[src/logic/gofs_defs.svh]
// Constants of the global and overcurrent status register bank
`ifndef GOFS_DEFS_SVH
`define GOFS_DEFS_SVH

// ****************************************************************
// Address byte fields (bit 7 op, bits 6:2 register, bit 1 label)
// ****************************************************************
`define GOFS_ADDR_W 5
`define GOFS_ADDR_GLOBAL 5'h06
`define GOFS_ADDR_OC_1_4 5'h16
`define GOFS_ADDR_OC_5_8 5'h0E

// ****************************************************************
// Global status bit positions, reset value, switch count and sync stages
// ****************************************************************
`define GOFS_BIT_PROTO_ERR 7
`define GOFS_BIT_LOAD_FAULT 6
`define GOFS_BIT_UNDERVOLT 5
`define GOFS_BIT_OVERVOLT 4
`define GOFS_BIT_NO_POR 3
`define GOFS_BIT_THERM_SD 2
`define GOFS_BIT_THERM_PW 1
`define GOFS_BIT_RESERVED 0
`define GOFS_STATUS_RESET 8'h00
`define GOFS_SWITCH_COUNT 16
`define GOFS_SYNC_STAGES 3

`endif

[src/logic/gofs_pkg.sv]
// Types of the global and overcurrent status register bank
package gofs_pkg;

  // One-hot register select decoded from the address field
  typedef enum logic [3:0] {
    GOFS_SEL_NONE = 4'h1,
    GOFS_SEL_GLOBAL = 4'h2,
    GOFS_SEL_OC_1_4 = 4'h4,
    GOFS_SEL_OC_5_8 = 4'h8
  } gofs_sel_e;

  typedef logic [7:0] gofs_byte_t;

endpackage

[src/logic/gofs_status.sv]
// Global status and overcurrent status register bank of the half-bridge driver
//
// Operation
// - Protocol error from serial logic sets bit 7 until cleared.
// - Bit 6 is read-only OR of all overcurrent and open-load flags.
// - Bit 6 drops to zero by itself once all those flags clear.
// - Undervoltage latches bit 5 and disables all power outputs.
// - Overvoltage latches bit 4 and disables all power outputs.
// - Bit 3 reads zero after power-on reset, one when none occurred since.
// - Thermal shutdown latches bit 2 and disables all power outputs.
// - Thermal pre-warning sets bit 1; outputs stay enabled.
// - Bit 0 is reserved and always reads zero.
// - Overcurrent on one switch latches its flag and disables only that switch.
// - First overcurrent register: bridges 1-4, low-side below high-side.
// - Second overcurrent register: bridges 5-8, same order.
// - Each overcurrent flag reads zero until an overcurrent sets it.
// - Latched flags (bits 7, 5, 4, 2, 1 and overcurrent) never clear by themselves, only by a clear command.
// - Every status register reads all zeros after reset, except bit 6 while an open-load flag is present.
`timescale 1ns/1ps
`include "gofs_defs.svh"

module gofs_status #(
  parameter int unsigned SWITCHES = `GOFS_SWITCH_COUNT,
  parameter int unsigned EXT_FLAGS = 20
) (
  input wire logic clock_in,
  input wire logic resetn_in,
  input wire logic access_strobe_in,
  input wire logic access_clear_in,
  input wire logic [`GOFS_ADDR_W-1:0] access_addr_in,
  input wire logic protocol_error_in,
  input wire logic supply_undervoltage_in,
  input wire logic supply_overvoltage_in,
  input wire logic thermal_shutdown_in,
  input wire logic thermal_prewarning_in,
  input wire logic [SWITCHES-1:0] switch_overcurrent_in,
  input wire logic [EXT_FLAGS-1:0] other_load_flags_in,
  output logic [7:0] read_data_out,
  output logic read_valid_out,
  output logic all_outputs_disable_out,
  output logic [SWITCHES-1:0] switch_disable_out
);

  // ****************************************************************
  // Register address decode
  // ****************************************************************

  // Shared by the read mux and the clear logic
  function automatic gofs_pkg::gofs_sel_e decode_sel(input logic [`GOFS_ADDR_W-1:0] addr);
    case (addr)
      `GOFS_ADDR_GLOBAL: decode_sel = gofs_pkg::GOFS_SEL_GLOBAL;
      `GOFS_ADDR_OC_1_4: decode_sel = gofs_pkg::GOFS_SEL_OC_1_4;
      `GOFS_ADDR_OC_5_8: decode_sel = gofs_pkg::GOFS_SEL_OC_5_8;
      default: decode_sel = gofs_pkg::GOFS_SEL_NONE;
    endcase
  endfunction

  localparam int unsigned FAULTS = SWITCHES + 4;

  gofs_pkg::gofs_sel_e sel;
  logic clear_global;
  logic clear_oc_lo;
  logic clear_oc_hi;

  // Clear strobes, one per byte-wide register
  always_comb begin
    sel = decode_sel(access_addr_in);
    clear_global = 1'b0;
    clear_oc_lo = 1'b0;
    clear_oc_hi = 1'b0;
    if (access_strobe_in && access_clear_in) begin
      case (sel)
        gofs_pkg::GOFS_SEL_GLOBAL: clear_global = 1'b1;
        gofs_pkg::GOFS_SEL_OC_1_4: clear_oc_lo = 1'b1;
        gofs_pkg::GOFS_SEL_OC_5_8: clear_oc_hi = 1'b1;
        default: clear_global = 1'b0;
      endcase
    end
  end

  // ****************************************************************
  // Analog fault input synchronisers
  // ****************************************************************

  logic [FAULTS-1:0] fault_raw;
  logic [FAULTS-1:0] sync1_reg;
  logic [FAULTS-1:0] sync2_reg;
  logic [FAULTS-1:0] sync3_reg;
  logic [FAULTS-1:0] fault_filt_reg;

  assign fault_raw = {switch_overcurrent_in, thermal_prewarning_in, thermal_shutdown_in,
                      supply_overvoltage_in, supply_undervoltage_in};

  // Comparator flags are asynchronous; stage 1 feeds only stage 2
  always_ff @(posedge clock_in or negedge resetn_in) begin
    if (!resetn_in) begin
      sync1_reg <= '0;
      sync2_reg <= '0;
      sync3_reg <= '0;
    end else begin
      sync1_reg <= fault_raw;
      sync2_reg <= sync1_reg;
      sync3_reg <= sync2_reg;
    end
  end

  // A level counts once the last two stages agree, filtering one-cycle glitches
  always_ff @(posedge clock_in or negedge resetn_in) begin
    if (!resetn_in) begin
      fault_filt_reg <= '0;
    end else begin
      for (int i = 0; i < FAULTS; i++) begin
        if (sync2_reg[i] == sync3_reg[i]) begin
          fault_filt_reg[i] <= sync3_reg[i];
        end
      end
    end
  end

  logic uv_seen;
  logic ov_seen;
  logic tsd_seen;
  logic tpw_seen;
  logic [SWITCHES-1:0] oc_seen;

  assign uv_seen = fault_filt_reg[0];
  assign ov_seen = fault_filt_reg[1];
  assign tsd_seen = fault_filt_reg[2];
  assign tpw_seen = fault_filt_reg[3];
  assign oc_seen = fault_filt_reg[FAULTS-1:4];

  // ****************************************************************
  // Global status flags
  // ****************************************************************

  logic proto_err_reg;
  logic undervolt_reg;
  logic overvolt_reg;
  logic no_por_reg;
  logic therm_sd_reg;
  logic therm_pw_reg;

  // Set wins over clear so an event in the clear cycle is kept
  always_ff @(posedge clock_in or negedge resetn_in) begin
    if (!resetn_in) begin
      proto_err_reg <= 1'b0;
      undervolt_reg <= 1'b0;
      overvolt_reg <= 1'b0;
      therm_sd_reg <= 1'b0;
      therm_pw_reg <= 1'b0;
    end else begin
      proto_err_reg <= protocol_error_in | (proto_err_reg & ~clear_global);
      undervolt_reg <= uv_seen | (undervolt_reg & ~clear_global);
      overvolt_reg <= ov_seen | (overvolt_reg & ~clear_global);
      therm_sd_reg <= tsd_seen | (therm_sd_reg & ~clear_global);
      therm_pw_reg <= tpw_seen | (therm_pw_reg & ~clear_global);
    end
  end

  // Zero marks a power-on reset; the clear command acknowledges it
  always_ff @(posedge clock_in or negedge resetn_in) begin
    if (!resetn_in) begin
      no_por_reg <= 1'b0;
    end else if (clear_global) begin
      no_por_reg <= 1'b1;
    end
  end

  // ****************************************************************
  // Per-switch overcurrent flags
  // ****************************************************************

  // Index 2n is low-side, 2n+1 high-side of bridge n+1
  logic [SWITCHES-1:0] oc_reg;
  logic [SWITCHES-1:0] oc_clear;

  assign oc_clear = {{(SWITCHES/2){clear_oc_hi}}, {(SWITCHES/2){clear_oc_lo}}};

  always_ff @(posedge clock_in or negedge resetn_in) begin
    if (!resetn_in) begin
      oc_reg <= '0;
    end else begin
      oc_reg <= oc_seen | (oc_reg & ~oc_clear);
    end
  end

  // ****************************************************************
  // Output shutdown
  // ****************************************************************

  // Driven from latched flags so a switch stays off until software clears
  always_ff @(posedge clock_in or negedge resetn_in) begin
    if (!resetn_in) begin
      all_outputs_disable_out <= 1'b0;
      switch_disable_out <= '0;
    end else begin
      all_outputs_disable_out <= undervolt_reg | overvolt_reg | therm_sd_reg;
      switch_disable_out <= oc_reg;
    end
  end

  // ****************************************************************
  // Read data
  // ****************************************************************

  // Summary is combinational, so it falls as soon as the last flag clears
  logic load_fault;
  assign load_fault = (|oc_reg) | (|other_load_flags_in);

  gofs_pkg::gofs_byte_t global_byte;

  always_comb begin
    global_byte = `GOFS_STATUS_RESET;
    global_byte[`GOFS_BIT_PROTO_ERR] = proto_err_reg;
    global_byte[`GOFS_BIT_LOAD_FAULT] = load_fault;
    global_byte[`GOFS_BIT_UNDERVOLT] = undervolt_reg;
    global_byte[`GOFS_BIT_OVERVOLT] = overvolt_reg;
    global_byte[`GOFS_BIT_NO_POR] = no_por_reg;
    global_byte[`GOFS_BIT_THERM_SD] = therm_sd_reg;
    global_byte[`GOFS_BIT_THERM_PW] = therm_pw_reg;
    global_byte[`GOFS_BIT_RESERVED] = 1'b0;
  end

  // Clear access returns the content held before the clear
  always_ff @(posedge clock_in or negedge resetn_in) begin
    if (!resetn_in) begin
      read_data_out <= `GOFS_STATUS_RESET;
      read_valid_out <= 1'b0;
    end else begin
      read_valid_out <= access_strobe_in;
      if (access_strobe_in) begin
        case (sel)
          gofs_pkg::GOFS_SEL_GLOBAL: read_data_out <= global_byte;
          gofs_pkg::GOFS_SEL_OC_1_4: read_data_out <= oc_reg[7:0];
          gofs_pkg::GOFS_SEL_OC_5_8: read_data_out <= oc_reg[15:8];
          default: read_data_out <= `GOFS_STATUS_RESET;
        endcase
      end
    end
  end

endmodule // gofs_status

[config.mk]
export PLATFORM = sky130hd
export DESIGN_NAME = gofs_status
export DESIGN_NICKNAME = d
export VERILOG_FILES = /design/src/logic/gofs_pkg.sv /design/src/logic/gofs_status.sv
export VERILOG_INCLUDE_DIRS = /design/src /design/src/logic
export SDC_FILE = /design/constraint.sdc
export NUM_CORES = 1
export LEC_CHECK = 0
export BUFFER_PORTS_ARGS = -buffer_cell sky130_fd_sc_hd__buf_2
export CORE_MARGIN = 2
export CORE_UTILIZATION = 48
export DETAILED_ROUTE_END_ITERATION = 10
export GPL_ROUTABILITY_DRIVEN = 0
export PLACE_DENSITY = 0.79
export RECOVER_POWER = 50
export SETUP_SLACK_MARGIN = 0.3
export SLEW_MARGIN = 40
export SYNTH_ARGS = -nofsm -noshare
export SYNTH_HDL_FRONTEND = slang
export SYNTH_SLANG_ARGS = --single-unit
[constraint.sdc]
create_clock -name clock_in -period 1.1 [get_ports clock_in]
set_input_delay 0.11 -clock clock_in [delete_from_list [all_inputs] [get_ports clock_in]]
set_output_delay 0.11 -clock clock_in [all_outputs]
set_load 0.01 [all_outputs]
==> results of run 1 <==
worst register-to-register path: stages, from the launching register on:
cell     delay (ns)
dfrtp_1        0.41
nor4_4         0.28
nand4_1        0.15
o32ai_2        0.23
a31oi_1        0.06
cell usage after synthesis:
master	count
nand4_1	3
buf_2	1
nor3_1	1
mux2_2	6
a32oi_1	1
nor2_4	1
buf_4	1
nand2b_1	1
nor4_1	7
nor4b_1	1
o21ai_0	1
a22oi_1	6
nand3_4	1
nand3b_4	1
nand4_2	1
a21o_1	21
dfrtp_1	128
nor2_1	8
a21oi_1	7
nand2_1	2
or3_1	1
maj3_1	20
inv_1	1
a31oi_1	1
clkbuf_1	1
o32ai_1	1
nor3b_4	1
power groups by stage:
stage | combinational, mW | clock [mW] | sequential [mW]
after floorplan | 0.166 | 0 | 5.13
after global placement | 0.457 | 0 | 5.14
after detailed placement | 0.476 | 0 | 5.16
after CTS | 0.678 | 5.68 | 5.07
after global routing | 0.789 | 5.96 | 5.10
final | 0.724 | 5.65 | 5.08
timing repair:
item                       CTS  global route
hold buffers                25             0
setup buffers               28            10
resized for setup           28            15
pin swaps                   31            21
setup endpoints to repair   64            75
hold endpoints to repair   156             0
kinds of logic after synthesis:
logic type	count (synthesis)	synth area share, %
buffers and inverters	4	0.5048
DFF	128	80.81
and+or+nand+nor	29	5.209
adders and majority gates	20	5.050
muxes	6	1.704
AOI/OAI and AO/OA	38	6.723
worst max-delay path by stage:
| stage | start | end | slack, ns | depth (start not counted) |
|---|---|---|---|---|
| after detailed placement | oc_reg[13] | read_data_out[6] | -0.18 | 4 |
| final | oc_reg[6] | read_data_out[6] | -0.16 | 4 |
| after global routing | oc_reg[6] | read_data_out[6] | -0.23 | 4 |
| after global placement | oc_reg[3] | read_data_out[6] | -0.11 | 4 |
| after CTS | oc_reg[0] | read_data_out[6] | -0.14 | 4 |
| after floorplan | oc_reg[13] | read_data_out[6] | -0.04 | 4 |
final cells by class:
class	instances	area, sq um	share of cell area, %
well taps	105	131.4	2.161
flip-flops and latches	128	3203	52.69
multi-input cells	93	875.8	14.41
clock inverters	14	180.2	2.964
clock buffers	18	427.9	7.038
repair buffers	166	1257	20.68
inverters	1	3.754	0.06174
per-layer routing:
layer | track usage (%) | up-vias | share of wire (%)
li1 | - | 1165 | -
met1 | 23.62 | 1292 | 37
met2 | 37.00 | 102 | 54
met3 | 5.906 | 29 | 6.0
met4 | 12.56 | 0 | 3.4
met5 | 0 | - | 0
==> impl_metrics.json, run 1 <==
{
  "run_status": "finished with violations",
  "violations": "setup timing",
  "fillers": 470,
  "layout_common_cells": "dfrtp_1, buf_2, buf_4, buf_6, dlygate4sd3_1",
  "antenna_left": 0,
  "whs_ns": 0.02620,
  "slew_viol_final": 0,
  "cp_slowest_cell": "dfrtp_1",
  "endpoint_kind": "flip-flop",
  "cp-start-kind": "flip-flop",
  "dp.cells": 430,
  "yosysUniqueCellTypes": 27,
  "crit_arrival_ns": 1.65,
  "fin_crit_sh_pct": 114.2,
  "dp_slack_ns": -0.1754,
  "min_period_ns": 1.257,
  "grt_pass1_vias": 2795,
  "grt_pass1_wl_microns": 13660,
  "critical_path.max_stage_delay_ns": 0.41,
  "required_ns": 1.49,
  "p_sw_share_pct": 22.21,
  "h-tree-depth": 4,
  "crit_fanout": 2,
  "hold_path.class": "primary input to flip-flop",
  "antenna_found_initial": 0,
  "core_area_sq_um": 8093,
  "synth_seq_cells": 128,
  "r2r_slack_ns": -0.16,
  "insertion_delay_ns": 0.52,
  "critPathKind": "flip-flop to flip-flop",
  "skew_ns": 0.008305,
  "dr_total_vias": 2588,
  "fin_tns_setup_ns": -1.066,
  "fin_cells": 525,
  "nets": 457,
  "ir_drop_mv": 1.302,
  "share_comb_of_total_power_pct": 6.3,
  "grt_overflow": 0,
  "cp_num_buf_inv": 0,
  "fp.dieH_microns": 94.88,
  "max_cap_viol_count": 0,
  "min_path_cells": 4,
  "hold_viol_final": 0,
  "cts_root_buffer": "clkbuf_8",
  "clockBufferDepth": 2,
  "path_cells": "nor4_4, nand4_1, o32ai_2, a31oi_1",
  "yosysSeqAreaShare_pct": 80.81,
  "numCtsBuffers": 17,
  "area_growth_pct": 53.38,
  "ys_top_cells_by_area": "dfrtp_1, maj3_1, a21o_1",
  "finalPower_mw": 11.45,
  "rsz0062_at_grt": "yes",
  "io_pins": 76,
  "yosysTopAreaCellShare_pct": 80.81,
  "drive_gt1_share_pct": 51.43,
  "die_x_microns": 94.88,
  "timing.rr.end": "read_data_out[6]",
  "vias_per_cell": 4.930,
  "grt_use_total_pct": 21.41,
  "port-buffer-count": 75,
  "p_per_area_nw_per_um2": 1883,
  "worst_pin_slew_ns": 0.5850,
  "final_util_pct": 75.12,
  "synth_top_area_cell": "dfrtp_1",
  "placed_area_sq_um": 4767,
  "cts_tree": "built",
  "drtIter0Drc": 123,
  "hold_end": "read_data_out[5]",
  "cp_top_family": "simple AND/OR/NAND/NOR gates",
  "final_area_sq_um": 6080,
  "rows": 33,
  "cts.reportedPaths.clkPinSlew_ns": 0.06,
  "syn_inst": 225,
  "p_leak_nw": 2.665,
  "layout_setup_ws_ns": -0.1565,
  "dp.final_hpwl_microns": 5054,
  "yosysWarnings": 0,
  "power_frac_seq_pct": 44.4,
  "routed_wl_microns": 8868,
  "wl_per_cell_microns": 16.89,
  "slew_headroom_pct": 61.00,
  "power.switching_mw": 2.543,
  "diodes": 0,
  "final_common_cell": "dfrtp_1",
  "grt_max_degree": 41,
  "setup_viol": 31,
  "drc": 0,
  "clkPwrFrac_pct": 49.3,
  "cts.sinks": 128,
  "internal-power_mw": 8.908,
  "reg2reg_depth": 4,
  "rr_startpoint": "oc_reg[6]",
  "fp.dieArea_sq_um": 9001,
  "synth_nets": 275,
  "clock.fmax_ghz": 0.7959,
  "drt_pass1_iterations": 4,
  "synth.avg_cell_area_sq_um": 17.62,
  "min-delay-start": "access_addr_in[3]",
  "syn_area_sq_um": 3964,
  "start_util_pct": 48.98
}
Note: power is estimated with default switching activity, not from simulation.
==> run 2, diff against run 1 <==
--- a/config.mk
+++ b/config.mk
@@ -8,10 +8,10 @@
 export LEC_CHECK = 0
 export BUFFER_PORTS_ARGS = -buffer_cell sky130_fd_sc_hd__buf_2
 export CORE_MARGIN = 2
-export CORE_UTILIZATION = 48
+export CORE_UTILIZATION = 50
 export DETAILED_ROUTE_END_ITERATION = 10
 export GPL_ROUTABILITY_DRIVEN = 0
-export PLACE_DENSITY = 0.79
+export PLACE_DENSITY = 0.78
 export RECOVER_POWER = 50
 export SETUP_SLACK_MARGIN = 0.3
 export SLEW_MARGIN = 40
==> constraint.sdc (replaced) <==
create_clock -name clock_in -period 1.3 [get_ports clock_in]
set_input_delay 0.13 -clock clock_in [delete_from_list [all_inputs] [get_ports clock_in]]
set_output_delay 0.13 -clock clock_in [all_outputs]
set_load 0.01 [all_outputs]
==> run 2 against run 1 <==
Net effect: cell area down 7.7%; via count down 4.2%; die area down 3.8%; routed wire length down 2.4%; non-clock buffer count down 33; critical path type unchanged; clock power down 26%; utilization down 2.2 points; largest power group is now sequential cells; power down 22%; hold slack better by 0.017 ns; the run still ends with setup timing left; critical endpoint unchanged; combinational power down 32%.
==> impl_metrics.json, run 2 (synthesis gave the netlist of run 1 again) <==
{
  "cts.reportedPaths.clkPinSlew_ns": 0.06,
  "fp.dieArea_sq_um": 8656,
  "fin_tns_setup_ns": -0.07557,
  "layout_setup_ws_ns": -0.07557,
  "dp.final_hpwl_microns": 4920,
  "antenna_found_initial": 1,
  "grt_pass1_wl_microns": 13170,
  "nets": 424,
  "h-tree-depth": 4,
  "cts_tree": "built",
  "seq_area_sq_um": 3204,
  "hold_path.class": "primary input to flip-flop",
  "final_common_cell": "dfrtp_1",
  "clockBufferDepth": 2,
  "run_status": "finished with violations",
  "critPathKind": "flip-flop to flip-flop",
  "start_util_pct": 51.56,
  "vias_per_cell": 5.082,
  "ir_drop_mv": 1.256,
  "p_leak_nw": 2.415,
  "cts.sinks": 128,
  "routed_wl_microns": 8651,
  "path_cells": "nor4_4, nand4_1, o32ai_2, a31oi_1",
  "rsz0062_at_grt": "yes",
  "grt_use_total_pct": 20.77,
  "cp_slowest_cell": "dfrtp_1",
  "skew_ns": 0.007337,
  "hold_viol_final": 0,
  "fillers": 488,
  "cp-start-kind": "flip-flop",
  "setup_viol": 1,
  "slew_headroom_pct": 57.14,
  "fin_crit_sh_pct": 105.8,
  "cp_num_buf_inv": 0,
  "rows": 32,
  "slew_viol_final": 0,
  "cp_top_family": "simple AND/OR/NAND/NOR gates",
  "grt_max_degree": 44,
  "drive_gt1_share_pct": 41.30,
  "layout_common_cells": "dfrtp_1, buf_2, buf_4, dlygate4sd3_1, a21o_1",
  "wl_per_cell_microns": 17.73,
  "crit_fanout": 2,
  "dp_slack_ns": -0.007641,
  "worst_pin_slew_ns": 0.6429,
  "antenna_left": 0,
  "p_per_area_nw_per_um2": 1599,
  "core_area_sq_um": 7687,
  "numCtsBuffers": 17,
  "max_cap_viol_count": 0,
  "min_period_ns": 1.376,
  "insertion_delay_ns": 0.50,
  "drc": 0,
  "violations": "setup timing",
  "die_x_microns": 93.04,
  "grt_pass1_vias": 2623,
  "required_ns": 1.67,
  "area_growth_pct": 41.51,
  "endpoint_kind": "flip-flop",
  "io_pins": 76,
  "final_util_pct": 72.97,
  "port-buffer-count": 75,
  "grt_overflow": 0,
  "clock.fmax_ghz": 0.7270,
  "dr_total_vias": 2480,
  "crit_arrival_ns": 1.75,
  "fp.dieH_microns": 93.04,
  "multiInputGateArea_sq_um": 839.6,
  "whs_ns": 0.04342,
  "critical_path.max_stage_delay_ns": 0.43,
  "drtIter0Drc": 201,
  "cts_root_buffer": "clkbuf_8",
  "drt_pass1_iterations": 4
}
==> run 2: layout make-up <==
cell class	count	share of cell area, %
Inverter	1	0.06692
Antenna cell	1	0.04461
Multi-Input combinational cell	93	14.97
Sequential cell	128	57.13
Clock inverter	10	1.606
Timing Repair Buffer	133	15.97
Clock buffer	20	7.941
Tap cell	102	2.275
==> run 2: per-stage QoR <==
step | instances | total power [mW] | area [sq um]
after floorplan | 225 | 4.460 | 3975
after global placement | 417 | 4.706 | 4632
after detailed placement | 417 | 4.731 | 4632
after CTS | 481 | 8.990 | 5555
after global routing | 488 | 9.310 | 5609
final | 488 | 8.971 | 5609
==> run 2: worst reg2reg max path, cell delays in order (launching register included) <==
cell and delay, ns:
dfrtp_1 0.43, nor4_4 0.29, nand4_1 0.20, o32ai_2 0.24, a31oi_1 0.09
==> run 2: timing repair <==
action                                  in CTS  in global routing
buffers inserted                            10                  6
hold buffers                                24                  0
hold endpoints to repair                   152                  0
pin swaps                                    9                  6
endpoints found under the setup margin      33                 34
resized for setup                           15                 12
==> run 2: worst paths after layout <==
| kind | endpoint | depth (start not counted) | startpoint | slack [ns] |
|---|---|---|---|---|
| worst max register to register | read_data_out[6] | 4 | oc_reg[12] | -0.08 |
| worst min-delay path | oc_reg[11] | 3 | access_clear_in | 0.04 |
| max in group asynchronous | oc_reg[5] | 3 | resetn_in | 0.22 |
| worst max-delay path | read_data_out[6] | 4 | oc_reg[12] | -0.08 |
| worst min register to register | sync2_reg[17] | 0 | sync1_reg[17] | 0.35 |
| min in group asynchronous | sync1_reg[17] | 2 | resetn_in | 0.19 |
==> run 2: metal layers <==
metal	vias to the layer above	global-route usage [%]	part of all wire (%)
met5	-	0	0
met4	0	9.559	2.5
met3	21	7.333	5.5
met2	89	32.19	51
met1	1269	26.62	41
li1	1101	-	-
==> run 2: power by group <==
| part | total (mW) | internal, mW | switching [mW] |
|---|---|---|---|
| registers | 4.29 | 4.19 | 0.109 |
| clock network | 4.18 | 2.60 | 1.58 |
| logic | 0.495 | 0.265 | 0.231 |
| total | 8.97 | 7.05 | 1.92 |
==> run 3, diff against run 2 <==
--- a/config.mk
+++ b/config.mk
@@ -8,10 +8,10 @@
 export LEC_CHECK = 0
 export BUFFER_PORTS_ARGS = -buffer_cell sky130_fd_sc_hd__buf_2
 export CORE_MARGIN = 2
-export CORE_UTILIZATION = 50
+export CORE_UTILIZATION = 53
 export DETAILED_ROUTE_END_ITERATION = 10
 export GPL_ROUTABILITY_DRIVEN = 0
-export PLACE_DENSITY = 0.78
+export PLACE_DENSITY = 0.82
 export RECOVER_POWER = 50
 export SETUP_SLACK_MARGIN = 0.3
 export SLEW_MARGIN = 40
==> run 3 against run 2 <==
Net effect: the run still ends with setup timing left; sequential cell count is the same; routed wire length grew 15%; clock power grew 15%; clock skew grew 0.0023 ns; register-to-register slack lost 0.09 ns; count of clock-buffer cells in the layout grew 2; sequential share of layout area shrank 1.2 points; largest cell class unchanged; highest routed layer unchanged.
==> impl_metrics.json, run 3 (synthesis gave the netlist of run 1 again) <==
{
  "slew_headroom_pct": 51.97,
  "max_cap_viol_count": 0,
  "cp-start-kind": "flip-flop",
  "layout_common_cells": "dfrtp_1, buf_2, dlygate4sd3_1, buf_4, a21o_1",
  "hold_path.class": "primary input to flip-flop",
  "setup_viol": 1,
  "cts_tree": "built",
  "crit_arrival_ns": 1.84,
  "grt_pass1_vias": 2780,
  "fin_tns_setup_ns": -0.1659,
  "numCtsBuffers": 17,
  "rr_startpoint": "oc_reg[13]",
  "rsz0062_at_grt": "yes",
  "layout_setup_ws_ns": -0.1659,
  "core_area_sq_um": 7253,
  "run_status": "finished with violations",
  "p_leak_nw": 2.449,
  "slew_viol_final": 0,
  "cts_root_buffer": "clkbuf_8",
  "critical_path.max_stage_delay_ns": 0.38,
  "drt_pass1_iterations": 4,
  "critPathKind": "flip-flop to flip-flop",
  "io_pins": 76,
  "die_x_microns": 90.48,
  "drtIter0Drc": 232,
  "grt_max_degree": 41,
  "grt_use_total_pct": 24.69,
  "path_cells": "nor4_1, nand4_1, o32ai_2, a31oi_1",
  "fp.dieArea_sq_um": 8187,
  "min_period_ns": 1.466,
  "r2r_slack_ns": -0.17,
  "required_ns": 1.68,
  "fin_crit_sh_pct": 112.8,
  "port-buffer-count": 75,
  "start_util_pct": 54.65,
  "h-tree-depth": 4,
  "finalPower_mw": 9.631,
  "grt_overflow": 0,
  "diodes": 0,
  "antenna_left": 0,
  "final_common_cell": "dfrtp_1",
  "dp_slack_ns": 0.02059,
  "antenna_found_initial": 0,
  "cts.reportedPaths.clkPinSlew_ns": 0.06,
  "rows": 31,
  "worst_pin_slew_ns": 0.7205,
  "dp.final_hpwl_microns": 4904,
  "grt_pass1_wl_microns": 14790,
  "reg2reg_depth": 4,
  "nets": 425,
  "vias_per_cell": 5.248,
  "dr_total_vias": 2556,
  "area_growth_pct": 44.54,
  "drive_gt1_share_pct": 40.98,
  "violations": "setup timing",
  "wl_per_cell_microns": 20.35,
  "fillers": 389,
  "hold_end": "oc_reg[7]",
  "clock.fmax_ghz": 0.6822,
  "endpoint_kind": "flip-flop",
  "drc": 0,
  "clockBufferDepth": 2,
  "hold_viol_final": 0,
  "skew_ns": 0.009616,
  "p_per_area_nw_per_um2": 1681,
  "cts.sinks": 128,
  "crit_fanout": 2,
  "insertion_delay_ns": 0.51,
  "routed_wl_microns": 9910,
  "ir_drop_mv": 1.248,
  "fp.dieH_microns": 90.48,
  "min_path_cells": 4,
  "timing.rr.end": "read_data_out[6]",
  "cp_slowest_cell": "dfrtp_1",
  "min-delay-start": "access_addr_in[3]"
}
run 3: timing repair:
action                                  in CTS  in global routing
pin swaps                                    8                  1
resized for setup                           12                 18
endpoints found under the hold margin      155                  0
endpoints found under the setup margin      33                 40
hold buffers                                27                  0
setup buffers                                8                  6
run 3: metrics by stage:
step	instances	hold WS [ns]	instance area, sq um	utilization, %
2_1_floorplan	225	-0.1656	3975	-
3_3_place_gp	414	0.06147	4616	63.64
3_5_place_dp	414	0.06254	4616	63.64
4_1_cts	481	0.08154	5609	77.33
5_1_grt	487	0.08882	5729	78.99
6_report	487	0.1066	5729	78.99
run 3: worst max-delay path by stage:
| stage | slack, ns | cells after the start | startpoint | endpoint |
|---|---|---|---|---|
| detailed placement | 0.02 | 4 | oc_reg[8] | read_data_out[6] |
| finish | -0.17 | 4 | oc_reg[13] | read_data_out[6] |
| floorplan | 0.16 | 4 | oc_reg[13] | read_data_out[6] |
| global route | -0.20 | 4 | oc_reg[13] | read_data_out[6] |
| CTS | 0.03 | 4 | oc_reg[6] | read_data_out[6] |
| global placement | 0.06 | 4 | oc_reg[13] | read_data_out[6] |
run 3: power breakdown:
| group | switching, mW | internal (mW) |
|---|---|---|
| Sequential | 0.116 | 4.18 |
| Clock | 1.65 | 3.16 |
| Combinational | 0.250 | 0.270 |
run 3: cell type report:
cell class	instances	area, sq um	share of cell area, %
clock buffers	22	442.9	7.731
repair buffers	134	943.4	16.47
inverters	1	3.754	0.06552
multi-input cells	93	850.8	14.85
clock inverters	10	160.2	2.795
flip-flops and latches	128	3204	55.93
well taps	99	123.9	2.162
run 3: critical path, delay by kind of cell (launching register included):
kind | cells | cell delay (ns)
simple gates | 2 | 0.57
flops | 1 | 0.38
compound gates | 2 | 0.37
run 3: routing by layer:
| layer | global-route usage, % | wire (microns) |
|---|---|---|
| met1 | 27.20 | 3658 |
| met2 | 42.10 | 5328 |
| met3 | 8.347 | 557 |
| met4 | 13.46 | 366 |
| met5 | 0 | 0 |
